**src/shared/tdm_cmd_pkg.sv**
```systemverilog
// Constants and types of the connection command register set
package tdm_cmd_pkg;
    localparam int ADDR_W = 5;
    localparam int DATA_W = 8;
    localparam int REG_COUNT = 8;
    localparam logic [4:0] REG_SRC_PORT = 5'h00;
    localparam logic [4:0] REG_IN_SLOT = 5'h01;
    localparam logic [4:0] REG_DST_PORT = 5'h02;
    localparam logic [4:0] REG_OUT_SLOT = 5'h03;
    localparam logic [4:0] REG_OPND_LOW = 5'h04;
    localparam logic [4:0] REG_OPND_HIGH = 5'h05;
    localparam logic [4:0] REG_COMMAND = 5'h06;
    localparam logic [4:0] REG_SUBCH = 5'h07;
    localparam logic [7:0] RESET_VAL = 8'h00;
    localparam logic [7:0] PORT_MASK = 8'h9F;
    localparam logic [7:0] SUBCH_MASK = 8'h3F;
    localparam logic [7:0] FULL_MASK = 8'hFF;
    localparam int BUS_BIT = 7;
    localparam int SUB_OUT_LSB = 3;
    localparam int QUAL_LSB = 4;
    localparam int SHIFT_LSB = 1;
    localparam int SHIFT_SIDE_BIT = 4;
    localparam int FP_EDGE_BIT = 1;
    localparam int FP_LOW_LSB = 2;
    localparam int FP_WIDTH_LSB = 5;
    localparam logic [15:0] KHZ_8 = 16'h0008;
    localparam logic [15:0] KHZ_512 = 16'h0200;
    localparam logic [15:0] KHZ_1536 = 16'h0600;
    localparam logic [15:0] KHZ_1544 = 16'h0608;
    localparam logic [15:0] KHZ_2048 = 16'h0800;
    localparam logic [15:0] KHZ_4096 = 16'h1000;
    localparam logic [15:0] KHZ_8192 = 16'h2000;
    localparam logic [15:0] KHZ_16384 = 16'h4000;
    localparam logic [15:0] KHZ_49152 = 16'hC000;
    localparam logic [15:0] KHZ_NONE = 16'h0000;
    typedef enum logic [3:0] {
        OP_NOP = 4'b0000,
        OP_CONNECT_CONST = 4'b0001,
        OP_CONNECT_MIN = 4'b0010,
        OP_SEND_MSG = 4'b0011,
        OP_STOP_MSG = 4'b0100,
        OP_DISCONNECT = 4'b0101,
        OP_DROP_BCAST = 4'b0110,
        OP_MULTIPOINT = 4'b0111
    } conn_op_t;
endpackage : tdm_cmd_pkg
```
**src/rtl/tdm_connection_command_regs.sv**
```systemverilog
// Connection command and parameter registers with operand decoding
module tdm_connection_command_regs (
    input wire logic ref_clk,
    input wire logic rst_b,
    input wire logic clk_en,
    input wire logic [tdm_cmd_pkg::ADDR_W-1:0] addr,
    input wire logic wr,
    input wire logic rd,
    input wire logic [tdm_cmd_pkg::DATA_W-1:0] wdata,
    output logic [tdm_cmd_pkg::DATA_W-1:0] rdata,
    output logic cmd_pulse,
    output tdm_cmd_pkg::conn_op_t cmd_op,
    output logic cmd_src_bus,
    output logic [4:0] cmd_src_port,
    output logic [7:0] cmd_in_slot,
    output logic cmd_dst_bus,
    output logic [4:0] cmd_dst_port,
    output logic [7:0] cmd_out_slot,
    output logic [2:0] cmd_in_sub,
    output logic [2:0] cmd_out_sub,
    output logic [3:0] cmd_slot_bits,
    output logic cmd_mp_and,
    output logic [15:0] ref_freq_khz,
    output logic [15:0] netref_freq_khz,
    output logic [2:0] shift_bits,
    output logic shift_after_sync,
    output logic shift_edge_invert,
    output logic [10:0] fp_offset,
    output logic [3:0] fp_width,
    output logic fp_edge_invert,
    output logic [15:0] programmable_clock_out_freq_khz
);
    import tdm_cmd_pkg::*;

    logic [7:0] regs [0:REG_COUNT-1];
    logic reg_hit;
    logic cmd_write;
    logic [3:0] next_code;
    logic [3:0] next_qual;
    logic next_issue;

    // Bits that hold storage per register; the rest read as zero
    function automatic logic [7:0] reg_mask(input logic [2:0] idx);
        case (idx)
            REG_SRC_PORT[2:0]: reg_mask = PORT_MASK;
            REG_DST_PORT[2:0]: reg_mask = PORT_MASK;
            REG_SUBCH[2:0]: reg_mask = SUBCH_MASK;
            default: reg_mask = FULL_MASK;
        endcase
    endfunction : reg_mask

    function automatic logic [3:0] slot_bits(input logic [1:0] q);
        case (q)
            2'h0: slot_bits = 4'h8;
            2'h1: slot_bits = 4'h4;
            2'h2: slot_bits = 4'h2;
            default: slot_bits = 4'h1;
        endcase
    endfunction : slot_bits

    function automatic logic [15:0] ref_khz(input logic [2:0] c);
        case (c)
            3'h0: ref_khz = KHZ_8;
            3'h1: ref_khz = KHZ_512;
            3'h2: ref_khz = KHZ_1536;
            3'h3: ref_khz = KHZ_1544;
            3'h4: ref_khz = KHZ_2048;
            3'h5: ref_khz = KHZ_4096;
            3'h6: ref_khz = KHZ_8192;
            default: ref_khz = KHZ_16384;
        endcase
    endfunction : ref_khz

    assign reg_hit = (addr < ADDR_W'(REG_COUNT));
    assign cmd_write = clk_en && wr && (addr == REG_COMMAND);

    genvar gi;
    generate
        for (gi = 0; gi < REG_COUNT; gi++)
        begin : g_reg
            always_ff @(posedge ref_clk or negedge rst_b)
            begin
                if (!rst_b)
                    regs[gi] <= RESET_VAL;
                else if (clk_en && wr && addr == ADDR_W'(gi))
                    regs[gi] <= wdata & reg_mask(3'(gi));
            end
        end
    endgenerate

    // Read data is registered, so it follows the read strobe by one cycle
    always_ff @(posedge ref_clk or negedge rst_b)
    begin
        if (!rst_b)
            rdata <= RESET_VAL;
        else if (clk_en && rd)
            rdata <= reg_hit ? regs[addr[2:0]] : RESET_VAL;
    end

    // Command is taken from the write data, so parameters written earlier
    // and the code written now go out together in one pulse
    always_comb
    begin
        next_code = wdata[3:0];
        next_qual = wdata[7:QUAL_LSB];
        case (next_code)
            OP_CONNECT_CONST, OP_CONNECT_MIN, OP_SEND_MSG, OP_STOP_MSG,
            OP_DISCONNECT, OP_DROP_BCAST, OP_MULTIPOINT:
                next_issue = cmd_write;
            default:
                next_issue = 1'b0;
        endcase
    end

    always_ff @(posedge ref_clk or negedge rst_b)
    begin
        if (!rst_b)
            cmd_pulse <= 1'b0;
        else if (clk_en)
            cmd_pulse <= next_issue;
    end

    always_ff @(posedge ref_clk or negedge rst_b)
    begin
        if (!rst_b)
        begin
            cmd_op <= OP_NOP;
            cmd_src_bus <= 1'b0;
            cmd_src_port <= 5'h00;
            cmd_in_slot <= 8'h00;
            cmd_dst_bus <= 1'b0;
            cmd_dst_port <= 5'h00;
            cmd_out_slot <= 8'h00;
            cmd_in_sub <= 3'h0;
            cmd_out_sub <= 3'h0;
            cmd_slot_bits <= 4'h8;
            cmd_mp_and <= 1'b0;
        end
        else if (clk_en && next_issue)
        begin
            cmd_op <= conn_op_t'(next_code);
            // Destination is used by every command
            cmd_dst_bus <= regs[REG_DST_PORT[2:0]][BUS_BIT];
            cmd_dst_port <= regs[REG_DST_PORT[2:0]][4:0];
            cmd_out_slot <= regs[REG_OUT_SLOT[2:0]];
            cmd_slot_bits <= 4'h8;
            cmd_mp_and <= 1'b0;
            cmd_in_sub <= 3'h0;
            cmd_out_sub <= 3'h0;
            cmd_src_bus <= 1'b0;
            cmd_src_port <= 5'h00;
            cmd_in_slot <= 8'h00;
            case (next_code)
                OP_CONNECT_CONST, OP_DISCONNECT, OP_DROP_BCAST:
                begin
                    cmd_src_bus <= regs[REG_SRC_PORT[2:0]][BUS_BIT];
                    cmd_src_port <= regs[REG_SRC_PORT[2:0]][4:0];
                    cmd_in_slot <= regs[REG_IN_SLOT[2:0]];
                    cmd_in_sub <= regs[REG_SUBCH[2:0]][2:0];
                    cmd_out_sub <= regs[REG_SUBCH[2:0]][5:SUB_OUT_LSB];
                    cmd_slot_bits <= slot_bits(next_qual[1:0]);
                end
                OP_CONNECT_MIN, OP_MULTIPOINT:
                begin
                    cmd_src_bus <= regs[REG_SRC_PORT[2:0]][BUS_BIT];
                    cmd_src_port <= regs[REG_SRC_PORT[2:0]][4:0];
                    cmd_in_slot <= regs[REG_IN_SLOT[2:0]];
                    cmd_mp_and <= (next_code == OP_MULTIPOINT)
                        && next_qual[0];
                end
                default:
                begin
                    // Message commands name only the destination
                    cmd_mp_and <= 1'b0;
                end
            endcase
        end
    end

    // Operand views follow the operand registers one cycle later
    always_ff @(posedge ref_clk or negedge rst_b)
    begin
        if (!rst_b)
        begin
            ref_freq_khz <= KHZ_8;
            netref_freq_khz <= KHZ_8;
            programmable_clock_out_freq_khz <= KHZ_8;
        end
        else if (clk_en)
        begin
            ref_freq_khz <= ref_khz(regs[REG_OPND_LOW[2:0]][2:0]);
            case (regs[REG_OPND_LOW[2:0]][1:0])
                2'h0: netref_freq_khz <= KHZ_8;
                2'h1: netref_freq_khz <= KHZ_512;
                2'h2: netref_freq_khz <= KHZ_2048;
                default: netref_freq_khz <= KHZ_NONE;
            endcase
            case (regs[REG_OPND_LOW[2:0]][2:0])
                3'h0: programmable_clock_out_freq_khz <= KHZ_8;
                3'h1: programmable_clock_out_freq_khz <= KHZ_2048;
                3'h2: programmable_clock_out_freq_khz <= KHZ_4096;
                3'h3: programmable_clock_out_freq_khz <= KHZ_8192;
                3'h4: programmable_clock_out_freq_khz <= KHZ_16384;
                3'h5: programmable_clock_out_freq_khz <= KHZ_2048;
                3'h6: programmable_clock_out_freq_khz <= KHZ_49152;
                default: programmable_clock_out_freq_khz <= KHZ_NONE;
            endcase
        end
    end

    always_ff @(posedge ref_clk or negedge rst_b)
    begin
        if (!rst_b)
        begin
            shift_bits <= 3'h0;
            shift_after_sync <= 1'b0;
            shift_edge_invert <= 1'b0;
        end
        else if (clk_en)
        begin
            shift_bits <= regs[REG_OPND_LOW[2:0]][3:SHIFT_LSB];
            shift_after_sync <= regs[REG_OPND_LOW[2:0]][SHIFT_SIDE_BIT];
            shift_edge_invert <= regs[REG_OPND_LOW[2:0]][0];
        end
    end

    // Bit 0 of the low operand is the shift edge invert and is ignored by the frame pulse
    always_ff @(posedge ref_clk or negedge rst_b)
    begin
        if (!rst_b)
        begin
            fp_offset <= 11'h000;
            fp_width <= 4'h1;
            fp_edge_invert <= 1'b0;
        end
        else if (clk_en)
        begin
            fp_offset <= {regs[REG_OPND_HIGH[2:0]][4:0],
                regs[REG_OPND_LOW[2:0]][7:FP_LOW_LSB]};
            fp_width <= {1'b0, regs[REG_OPND_HIGH[2:0]][7:FP_WIDTH_LSB]}
                + 4'h1;
            fp_edge_invert <= regs[REG_OPND_LOW[2:0]][FP_EDGE_BIT];
        end
    end
endmodule : tdm_connection_command_regs

```
**config.mk**
```make
export PLATFORM = sky130hd
export DESIGN_NAME = tdm_connection_command_regs
export DESIGN_NICKNAME = d
export VERILOG_FILES = /design/src/shared/tdm_cmd_pkg.sv /design/src/rtl/tdm_connection_command_regs.sv
export SDC_FILE = /design/constraint.sdc
export NUM_CORES = 1
export LEC_CHECK = 0
export ABC_AREA = 1
export BUFFER_PORTS_ARGS = -buffer_cell sky130_fd_sc_hd__buf_2
export CAP_MARGIN = 20
export CORE_MARGIN = 1
export CORE_UTILIZATION = 50
export DETAILED_ROUTE_END_ITERATION = 8
export PLACE_DENSITY_LB_ADDON = 0.3
export SLEW_MARGIN = 15
export SYNTH_ARGS = -nofsm -noshare
export SYNTH_HDL_FRONTEND = slang
export SYNTH_SLANG_ARGS = --single-unit
```
**constraint.sdc**
```tcl
create_clock -name ref_clk -period 2.9 [get_ports ref_clk]
set_clock_uncertainty 0.1 [all_clocks]
set_input_delay 0.58 -clock ref_clk [delete_from_list [all_inputs] [get_ports ref_clk]]
set_output_delay 0.58 -clock ref_clk [all_outputs]
set_load 0.02 [all_outputs]
```
# Yosys cells after proc, flatten, opt, wreduce, memory -nomap -nowiden
# Index checks and enable logic that the tools add are counted.
dict set report classes {
  addsub 1
  mul 0
  div 0
  n_lt_le_gt_ge 2
  n_eq_ne 24
  n_shift 0
  n_mux 16
  n_bitwise 1
  n_reduce_logical 21
}
# operator n
set ops {}
lappend ops {{case mux 15 bit (7 select lines)} 1}
lappend ops {{case mux 16 bit (6 select lines)} 1}
lappend ops {{case mux 12 bit (3 select lines)} 1}
lappend ops {{two-way mux 8 bit} 4}
lappend ops {{binary-select mux 8 bit (select 3 bit)} 1}
lappend ops {{equality test 5 x 3 -> 1 bit, second input constant} 4}
lappend ops {{equality test 4 x 3 -> 1 bit, second input constant} 4}
lappend ops {{logical AND 1 bit} 12}
lappend ops {{case mux 4 bit (3 select lines)} 1}
lappend ops {{equality test 5 x 2 -> 1 bit, second input constant} 2}
lappend ops {{equality test 3 bit, second input constant} 3}
lappend ops {{equality test 4 x 2 -> 1 bit, second input constant} 2}
lappend ops {{OR reduction 7 bit} 1}
lappend ops {{equality test 3 x 2 -> 1 bit, second input constant} 2}
lappend ops {{two-way mux 3 bit} 2}
lappend ops {{equality test 5 x 1 -> 1 bit, second input constant} 1}
lappend ops {{zero test 5 bit} 1}
lappend ops {{less-than comparator 5 x 4 -> 1 bit, second input constant} 1}
lappend ops {{two-way mux 5 bit} 1}
lappend ops {{OR reduction 5 bit} 1}
lappend ops {{adder 3 x 1 -> 4 bit, second input constant} 1}
lappend ops {{equality test 2 x 1 -> 1 bit, second input constant} 2}
lappend ops {{equality test 2 bit, second input constant} 2}
lappend ops {{equality test 4 x 1 -> 1 bit, second input constant} 1}
lappend ops {{other kinds (9)} 13}
dict set report word_totals {
  register_bits 179
  latchBits 0
  ram_bits 0
  mem_bits_ro 0
  inputBits 18
  out_inout_bits 121
  wordCells 95
  memories 0
}

# Longest topological paths before layout
# Gate-level depths: netlist of the first run.
dict set report logic_depth {
  depth_word 5
  mapped_depth 9
  depth_no_buf 8
}

# Least setup slack after synthesis of the first run
# OpenSTA, ideal clock, no wires.
dict set report synth_timing {
  path_type {input-to-reg}
  from {input port clk_en}
  to {register cmd_op[2]}
  setup_ns 0.127
  arrival_time_ns 1.430
  required_time_ns 2.673
  slack_ns 1.242
  cell_stages 8
  path_buffers 3
  path_cell_list {buf_4 > nand3_4 > nor2_4 > nand3_2 > buf_6 > buf_6 > nand2_1 > o21ai_0}
}
dict set report synth_between {
  elab_chain_cells 4
}
# item line
set synth_rtl {}
lappend synth_rtl {{start, declared} tdm_connection_command_regs.sv:5} ;# input wire logic clk_en,
lappend synth_rtl {{logical AND 1 bit (2 in series)} tdm_connection_command_regs.sv:75} ;# assign cmd_write = clk_en && wr && (addr == REG_COMMAND);
lappend synth_rtl {{two-way mux 1 bit} tdm_connection_command_regs.sv:106} ;# case (next_code)
lappend synth_rtl {{logical AND 1 bit (*)} tdm_connection_command_regs.sv:139} ;# else if (clk_en && next_issue)
lappend synth_rtl {{end signal, assigned} tdm_connection_command_regs.sv:141} ;# cmd_op <= conn_op_t'(next_code);
lappend synth_rtl {{end, declared} tdm_connection_command_regs.sv:12} ;# output tdm_cmd_pkg::conn_op_t cmd_op,
# Every way passes the cells marked *; elsewhere a longest branch is shown, timed or not.
# A chain may end at the register's enable or synchronous reset.

# Final worst setup path of the first run
dict set report layout_timing {
  from {input port addr[1] (netlist name)}
  to {register cmd_dst_bus}
}
dict set report layout_between {
  elab_chain_cells 4
}
# item line
set layout_rtl {}
lappend layout_rtl {{start, declared} tdm_connection_command_regs.sv:6} ;# input wire logic [tdm_cmd_pkg::ADDR_W-1:0] addr,
lappend layout_rtl {{equality test 5 x 3 -> 1 bit} tdm_connection_command_regs.sv:75}
lappend layout_rtl {{logical AND 1 bit} tdm_connection_command_regs.sv:75}
lappend layout_rtl {{two-way mux 1 bit} tdm_connection_command_regs.sv:106}
lappend layout_rtl {{logical AND 1 bit} tdm_connection_command_regs.sv:139}
lappend layout_rtl {{end signal, assigned} tdm_connection_command_regs.sv:143} ;# cmd_dst_bus <= regs[REG_DST_PORT[2:0]][BUS_BIT];
lappend layout_rtl {{end, declared} tdm_connection_command_regs.sv:16} ;# output logic cmd_dst_bus,
# No other way between the ends.

==> results.sh, run 1 <==
export IMPL_status="finished clean"
export IMPL_seqCellArea_um2=3560
export IMPL_grt_ovfl_total=0
export IMPL_setup_viol=0
export IMPL_grt_pass1_vias=4901
export IMPL_syn_instance_count=740
export IMPL_cp_common_cell="nand2_1"
export IMPL_clock_path_buffers=2
export IMPL_post_route_util=0.6050
export IMPL_r2r_start="regs[24]"
export IMPL_clk_pin_slew_worst_paths_ns=0.06
export IMPL_drc=0
export IMPL_antennaDiodeCount=0
export IMPL_powerDensity_nw_per_um2=686.4
export IMPL_final_cell_mix="nand2_1 (320), dfrtp_1 (137), buf_2 (105)"
export IMPL_layout_drive_gt1_share=0.2166
export IMPL_fmax_mhz=527.8
export IMPL_grt_max_degree=66
export IMPL_min_period_over_period=0.6534
export IMPL_dr_pass1_iters=5
export IMPL_finalHoldViolCount=0
export IMPL_rows=40
export IMPL_drt_total_wl_um=15500
export IMPL_hpwl_um=11070
export IMPL_clock_sinks=142
export IMPL_synth_cell_types=28
export IMPL_yosys_register_bits=142
export IMPL_fp_dieH_um=115.1
export IMPL_synth_area_um2=6397
export IMPL_avgSynthCellArea_um2=8.645
export IMPL_path_class="in2reg"
export IMPL_multi_input_area_um2=2328
export IMPL_detail_route_antenna_nets=0
export IMPL_critPathRequiredTime_ns=3.15
export IMPL_yosys_warnings=0
export IMPL_drt_iter0_markers=383
export IMPL_portBuffers=106
export IMPL_gp_congestion=0.9281
export IMPL_htreeDepth=4
export IMPL_cts_buffers=17
export IMPL_cp_startpoint="addr[1]"
export IMPL_wl_per_cell_um=15.31
export IMPL_netlist_area_leader_share=0.5359
export IMPL_grt_pass1_wl_um=25150
export IMPL_track_usage=0.2531
export IMPL_die_area_um2=13250
export IMPL_post_cts_repair_setup_buffers=0
export IMPL_synth_area_leader_cell="dfrtp_1"
export IMPL_ys_seq_area_frac=0.5564
export IMPL_finalCriticalPeriod_ns=1.895
export IMPL_worstSetupEndpointType="flop"
export IMPL_p_leak_nw=3.957
export IMPL_io_pins=139
export IMPL_slew_viol_final=0
export IMPL_critPathBufInv=3
export IMPL_holdBufCountCts=0
export IMPL_synthTopCellsByArea="dfrtp_1 (54%), nand2_1 (19%), buf_4 (4.9%)"
export IMPL_tns_ns=0
export IMPL_peakVddDrop_mv=0.3599
export IMPL_cts_tree="done"
export IMPL_crit_path_top_delay_cell="inv_1"
export IMPL_ctsResizeCount=0
export IMPL_die_x_um=115.1
export IMPL_via_per_inst=5.027
export IMPL_design_core_area_um2=12260
export IMPL_min_path_type="in2async"
export IMPL_slowest_delay_ns=0.42
export IMPL_vias=5092
export IMPL_antenna_found_initial=0
export IMPL_critical_path_top_delay_family="buffers and inverters"
export IMPL_nets=851
export IMPL_rsz0062_at_grt="false"
export IMPL_root_buffer="clkbuf_16"
export IMPL_initial_utilization=0.5217
export IMPL_max_slew_margin=0.5177
export IMPL_cp_arrival_ns=2.15
export IMPL_cp_start_kind="primary input"
export IMPL_area_delta_synth_final_pct=15.96
export IMPL_layout_commonest_cell="nand2_1"
export IMPL_fill_cells=1109
export IMPL_tightest_slew_ns=0.7226
export IMPL_crit_chain="buf_2 > inv_2 > nor2_4 > nand3_2 > inv_1 > nand2_1 > nand2_1"
export IMPL_power_total_mw=5.092
export IMPL_clkLatencyLatePin_ns=0.42
export IMPL_max_cap_violations=0
export IMPL_crit_fanout=16
==> path summary, 6_finish.rpt <==
kind	slack, ns	endpoint	depth (start not counted)
max	1.01	cmd_dst_bus	7
min	0.05	cmd_in_slot[3]	1
max reg2reg	1.68	rdata[0]	6
min reg2reg	0.37	programmable_clock_out_freq_khz[3]	2
max in group asynchronous	1.89	rdata[0]	2
min in group ref_clk	0.35	cmd_slot_bits[1]	3
==> final cells by class <==
type / count / area share
sequential: 142 / 0.4798
multi-input combinational: 526 / 0.3139
timing repair buffer: 114 / 0.08383
clock buffer: 26 / 0.06730
tap: 168 / 0.02834
inverter: 31 / 0.01569
clock inverter: 6 / 0.01113
==> cells by family (layout without fill, tap and decap cells) <==
kind of cell,Yosys count,in the layout,share of synthesized area
AO/OA/AOI/OAI,116,116,0.1033
XOR/XNOR,1,1,0.001369
adder cells (fa/ha/maj),1,1,0.001955
buffers and inverters,103,177,0.09779
flip-flops,142,142,0.5564
other,1,32,0.0005862
AND/OR/NAND/NOR,376,376,0.2386
==> worst reg2reg max path: cells and delay by family (launching register included) <==
family / cells / cell delay (ns)
AND/OR/NAND/NOR: 6 / 0.53
flip-flops: 1 / 0.48
==> power breakdown <==
part	internal, mW	total [mW]	leakage [nW]	switching (mW)
sequential	2.17	2.31	1.91	0.139
combinational	0.196	0.653	1.76	0.457
clock	1.35	2.13	0.284	0.775
total	3.72	5.09	3.96	1.37
==> state kept, by name, indices dropped and copies added, names as in the netlist, 2 cells and up <==
register / cells
cmd_in_sub: 3
rdata: 8
ref_freq_khz: 7
cmd_in_slot: 8
cmd_slot_bits: 4
fp_offset: 10
netref_freq_khz: 3
fp_width: 4
cmd_dst_port: 5
cmd_op: 4
cmd_out_sub: 3
cmd_out_slot: 8
cmd_src_port: 5
programmable_clock_out_freq_khz: 5
shift_bits: 2
regs: 58
==> cell usage after synthesis <==
cell      number
nand2_1      320
dfrtp_1      137
o21ai_0       49
buf_4         42
o21ai_1       39
nand3_1       28
inv_1         26
o21ai_2       20
buf_2         17
nor2_1        14
buf_6          8
a21oi_1        6
clkbuf_1       5
dfstp_2        5
inv_2          4
nand2_2        4
nor2_2         3
nor2_4         2
nor3_4         2
clkinv_1       1
conb_1         1
ha_1           1
nand3_2        1
nand3_4        1
nand4_1        1
o21a_1         1
o31ai_1        1
xnor2_1        1
==> per-layer routing <==
layer | global-route usage | up-vias | share of wire
li1 | - | 2453 | -
met1 | 0.3276 | 2449 | 0.44
met2 | 0.4209 | 160 | 0.49
met3 | 0.04586 | 30 | 0.039
met4 | 0.1065 | 0 | 0.026
met5 | 0 | - | 0
==> through the flow <==
step	hold WS (ns)	instance area [um2]	setup WS [ns]	std cells
after floorplan	0.1844	6514	1.242	771
after global placement	0.3551	6837	0.6723	981
after detailed placement	0.3589	6837	0.6103	981
after CTS	0.06079	7418	1.042	1013
after global routing	0.09476	7418	0.8580	1013
final	0.04741	7418	1.005	1013
Power figures use the tool's default switching activity.
==> run 2: changes to the inputs <==
Clock period 2.9 ns to 2 ns, I/O delays scaled along.
==> run 2 against run 1 <==
Effect of this change: largest cell class unchanged; die area unchanged; largest power group is now the clock network; global-route usage rose by 0.15 points; highest routed layer unchanged; worst setup slack got worse by 0.61 ns; flip-flop and latch count stayed put; clock power rose by 62%; critical path depth down 6; hold slack improved by 0.12 ns; core utilization grew 1.2 points.
==> results.sh, run 2 (synthesis results as in run 1) <==
export IMPL_crit_chain="buf_2"
export IMPL_grt_pass1_wl_um=24910
export IMPL_path_class="reg2out"
export IMPL_drt_iter0_markers=318
export IMPL_power_total_mw=7.761
export IMPL_design_core_area_um2=12260
export IMPL_use_met3=0.06009
export IMPL_antenna_found_initial=0
export IMPL_clkLatencyLatePin_ns=0.42
export IMPL_vias=5067
export IMPL_finalCriticalPeriod_ns=1.606
export IMPL_hold_slack_ns=0.1716
export IMPL_io_pins=139
export IMPL_hpwl_um=10990
export IMPL_slew_viol_final=0
export IMPL_setup_viol=0
export IMPL_p_leak_nw=4.038
export IMPL_crit_path_top_delay_cell="dfstp_2"
export IMPL_switching_share=0.2664
export IMPL_area_delta_synth_final_pct=18.21
export IMPL_layout_drive_gt1_share=0.2286
export IMPL_status="finished clean"
export IMPL_cts_tree="done"
export IMPL_initial_utilization=0.5217
export IMPL_cts_buffers=17
export IMPL_clkPwrFrac=0.444
export IMPL_holdBufCountCts=1
export IMPL_grt_pass1_vias=4864
export IMPL_slowest_delay_ns=0.53
export IMPL_regMostFlops="regs"
export IMPL_tns_ns=0
export IMPL_final_cell_mix="nand2_1 (320), dfrtp_1 (137), buf_2 (105)"
export IMPL_clock_sinks=142
export IMPL_layout_setup_ws_ns=0.3942
export IMPL_drt_total_wl_um=15510
export IMPL_rsz0062_at_grt="false"
export IMPL_min_path_type="in2reg"
export IMPL_pwr_share_seq=0.432
export IMPL_min_period_over_period=0.8029
export IMPL_grt_busiest_layer="met2"
export IMPL_clock_path_buffers=2
export IMPL_whs_path_depth=3
export IMPL_layout_commonest_cell="nand2_1"
export IMPL_via_per_inst=4.963
export IMPL_pre_cts_ws_ns=0.1826
export IMPL_drc=0
export IMPL_peakVddDrop_mv=0.5092
export IMPL_use_met1=0.3284
export IMPL_fp_dieH_um=115.1
export IMPL_max_cap_violations=0
export IMPL_htreeDepth=4
export IMPL_grt_max_degree=74
export IMPL_p_int_mw=5.693
export IMPL_root_buffer="clkbuf_16"
export IMPL_crit_cells=1
export IMPL_powerDensity_nw_per_um2=1026
export IMPL_track_usage=0.2546
export IMPL_die_x_um=115.1
export IMPL_critical_path_top_delay_family="flip-flops"
export IMPL_wl_per_cell_um=15.19
export IMPL_finalHoldViolCount=0
export IMPL_clk_pin_slew_worst_paths_ns=0.06
export IMPL_crit_fanout=2
export IMPL_cp_start_kind="flop"
export IMPL_cp_arrival_ns=1.11
export IMPL_power_switching_mw=2.068
export IMPL_power_frac_comb=0.125
export IMPL_nets=859
export IMPL_post_route_util=0.6167
export IMPL_largest_registers="regs: 58 flops, fp_offset: 10 flops"
export IMPL_post_cts_repair_setup_buffers=0
export IMPL_grt_ovfl_total=0
export IMPL_largest_reg_flops=58
export IMPL_fill_cells=1094
export IMPL_ctsResizeCount=0
export IMPL_r2r_cells=6
export IMPL_portBuffers=106
export IMPL_critPathBufInv=1
export IMPL_worstSetupEndpointType="output pin"
export IMPL_rows=40
export IMPL_antennaDiodeCount=0
export IMPL_detail_route_antenna_nets=0
export IMPL_fmax_mhz=622.7
export IMPL_critPathRequiredTime_ns=1.50
export IMPL_use_met2=0.4116
export IMPL_dr_pass1_iters=5
export IMPL_die_area_um2=13250
export IMPL_gp_congestion=0.9111
==> run 2: final timing paths <==
check                                   end        start  slack (ns)
min in group asynchronous          regs[48]        rst_b        0.36
min reg2reg                     fp_width[1]  fp_width[1]        0.37
max in group asynchronous       fp_width[0]        rst_b        0.77
min                        cmd_slot_bits[1]     wdata[5]        0.17
max reg2reg                        rdata[3]     regs[43]        0.79
max                             fp_width[0]  fp_width[0]        0.39
==> run 2: metal layers <==
metal,up-vias,share of wire
met2,159,0.49
met1,2406,0.44
li1,2473,-
met5,-,0
met4,0,0.021
met3,29,0.049
==> run 2: area by class of cell <==
class                   instances  area [um2]  share of cell area
flip-flops and latches        142        3560              0.4707
multi-input cells             526        2328              0.3079
repair buffers                122       696.9             0.09216
clock buffers                  22       494.2             0.06535
well taps                     168       210.2             0.02780
clock inverters                10       156.4             0.02068
inverters                      31       116.4             0.01539
==> run 2: power by group through the flow <==
| stage | Clock (mW) | Combinational (mW) | Sequential [mW] |
|---|---|---|---|
| 2_1_floorplan | 0 | 0.549 | 3.48 |
| 3_3_place_gp | 0 | 0.950 | 3.38 |
| 3_5_place_dp | 0 | 0.966 | 3.39 |
| 4_1_cts | 3.48 | 0.976 | 3.35 |
| 5_1_grt | 3.62 | 1.09 | 3.38 |
| 6_report | 3.44 | 0.967 | 3.35 |
==> run 2: metrics by stage <==
| stage | instances | instance area, um2 |
|---|---|---|
| floorplan | 771 | 6514 |
| global placement | 988 | 6902 |
| detailed placement | 988 | 6902 |
| CTS | 1021 | 7562 |
| global route | 1021 | 7562 |
| finish | 1021 | 7562 |
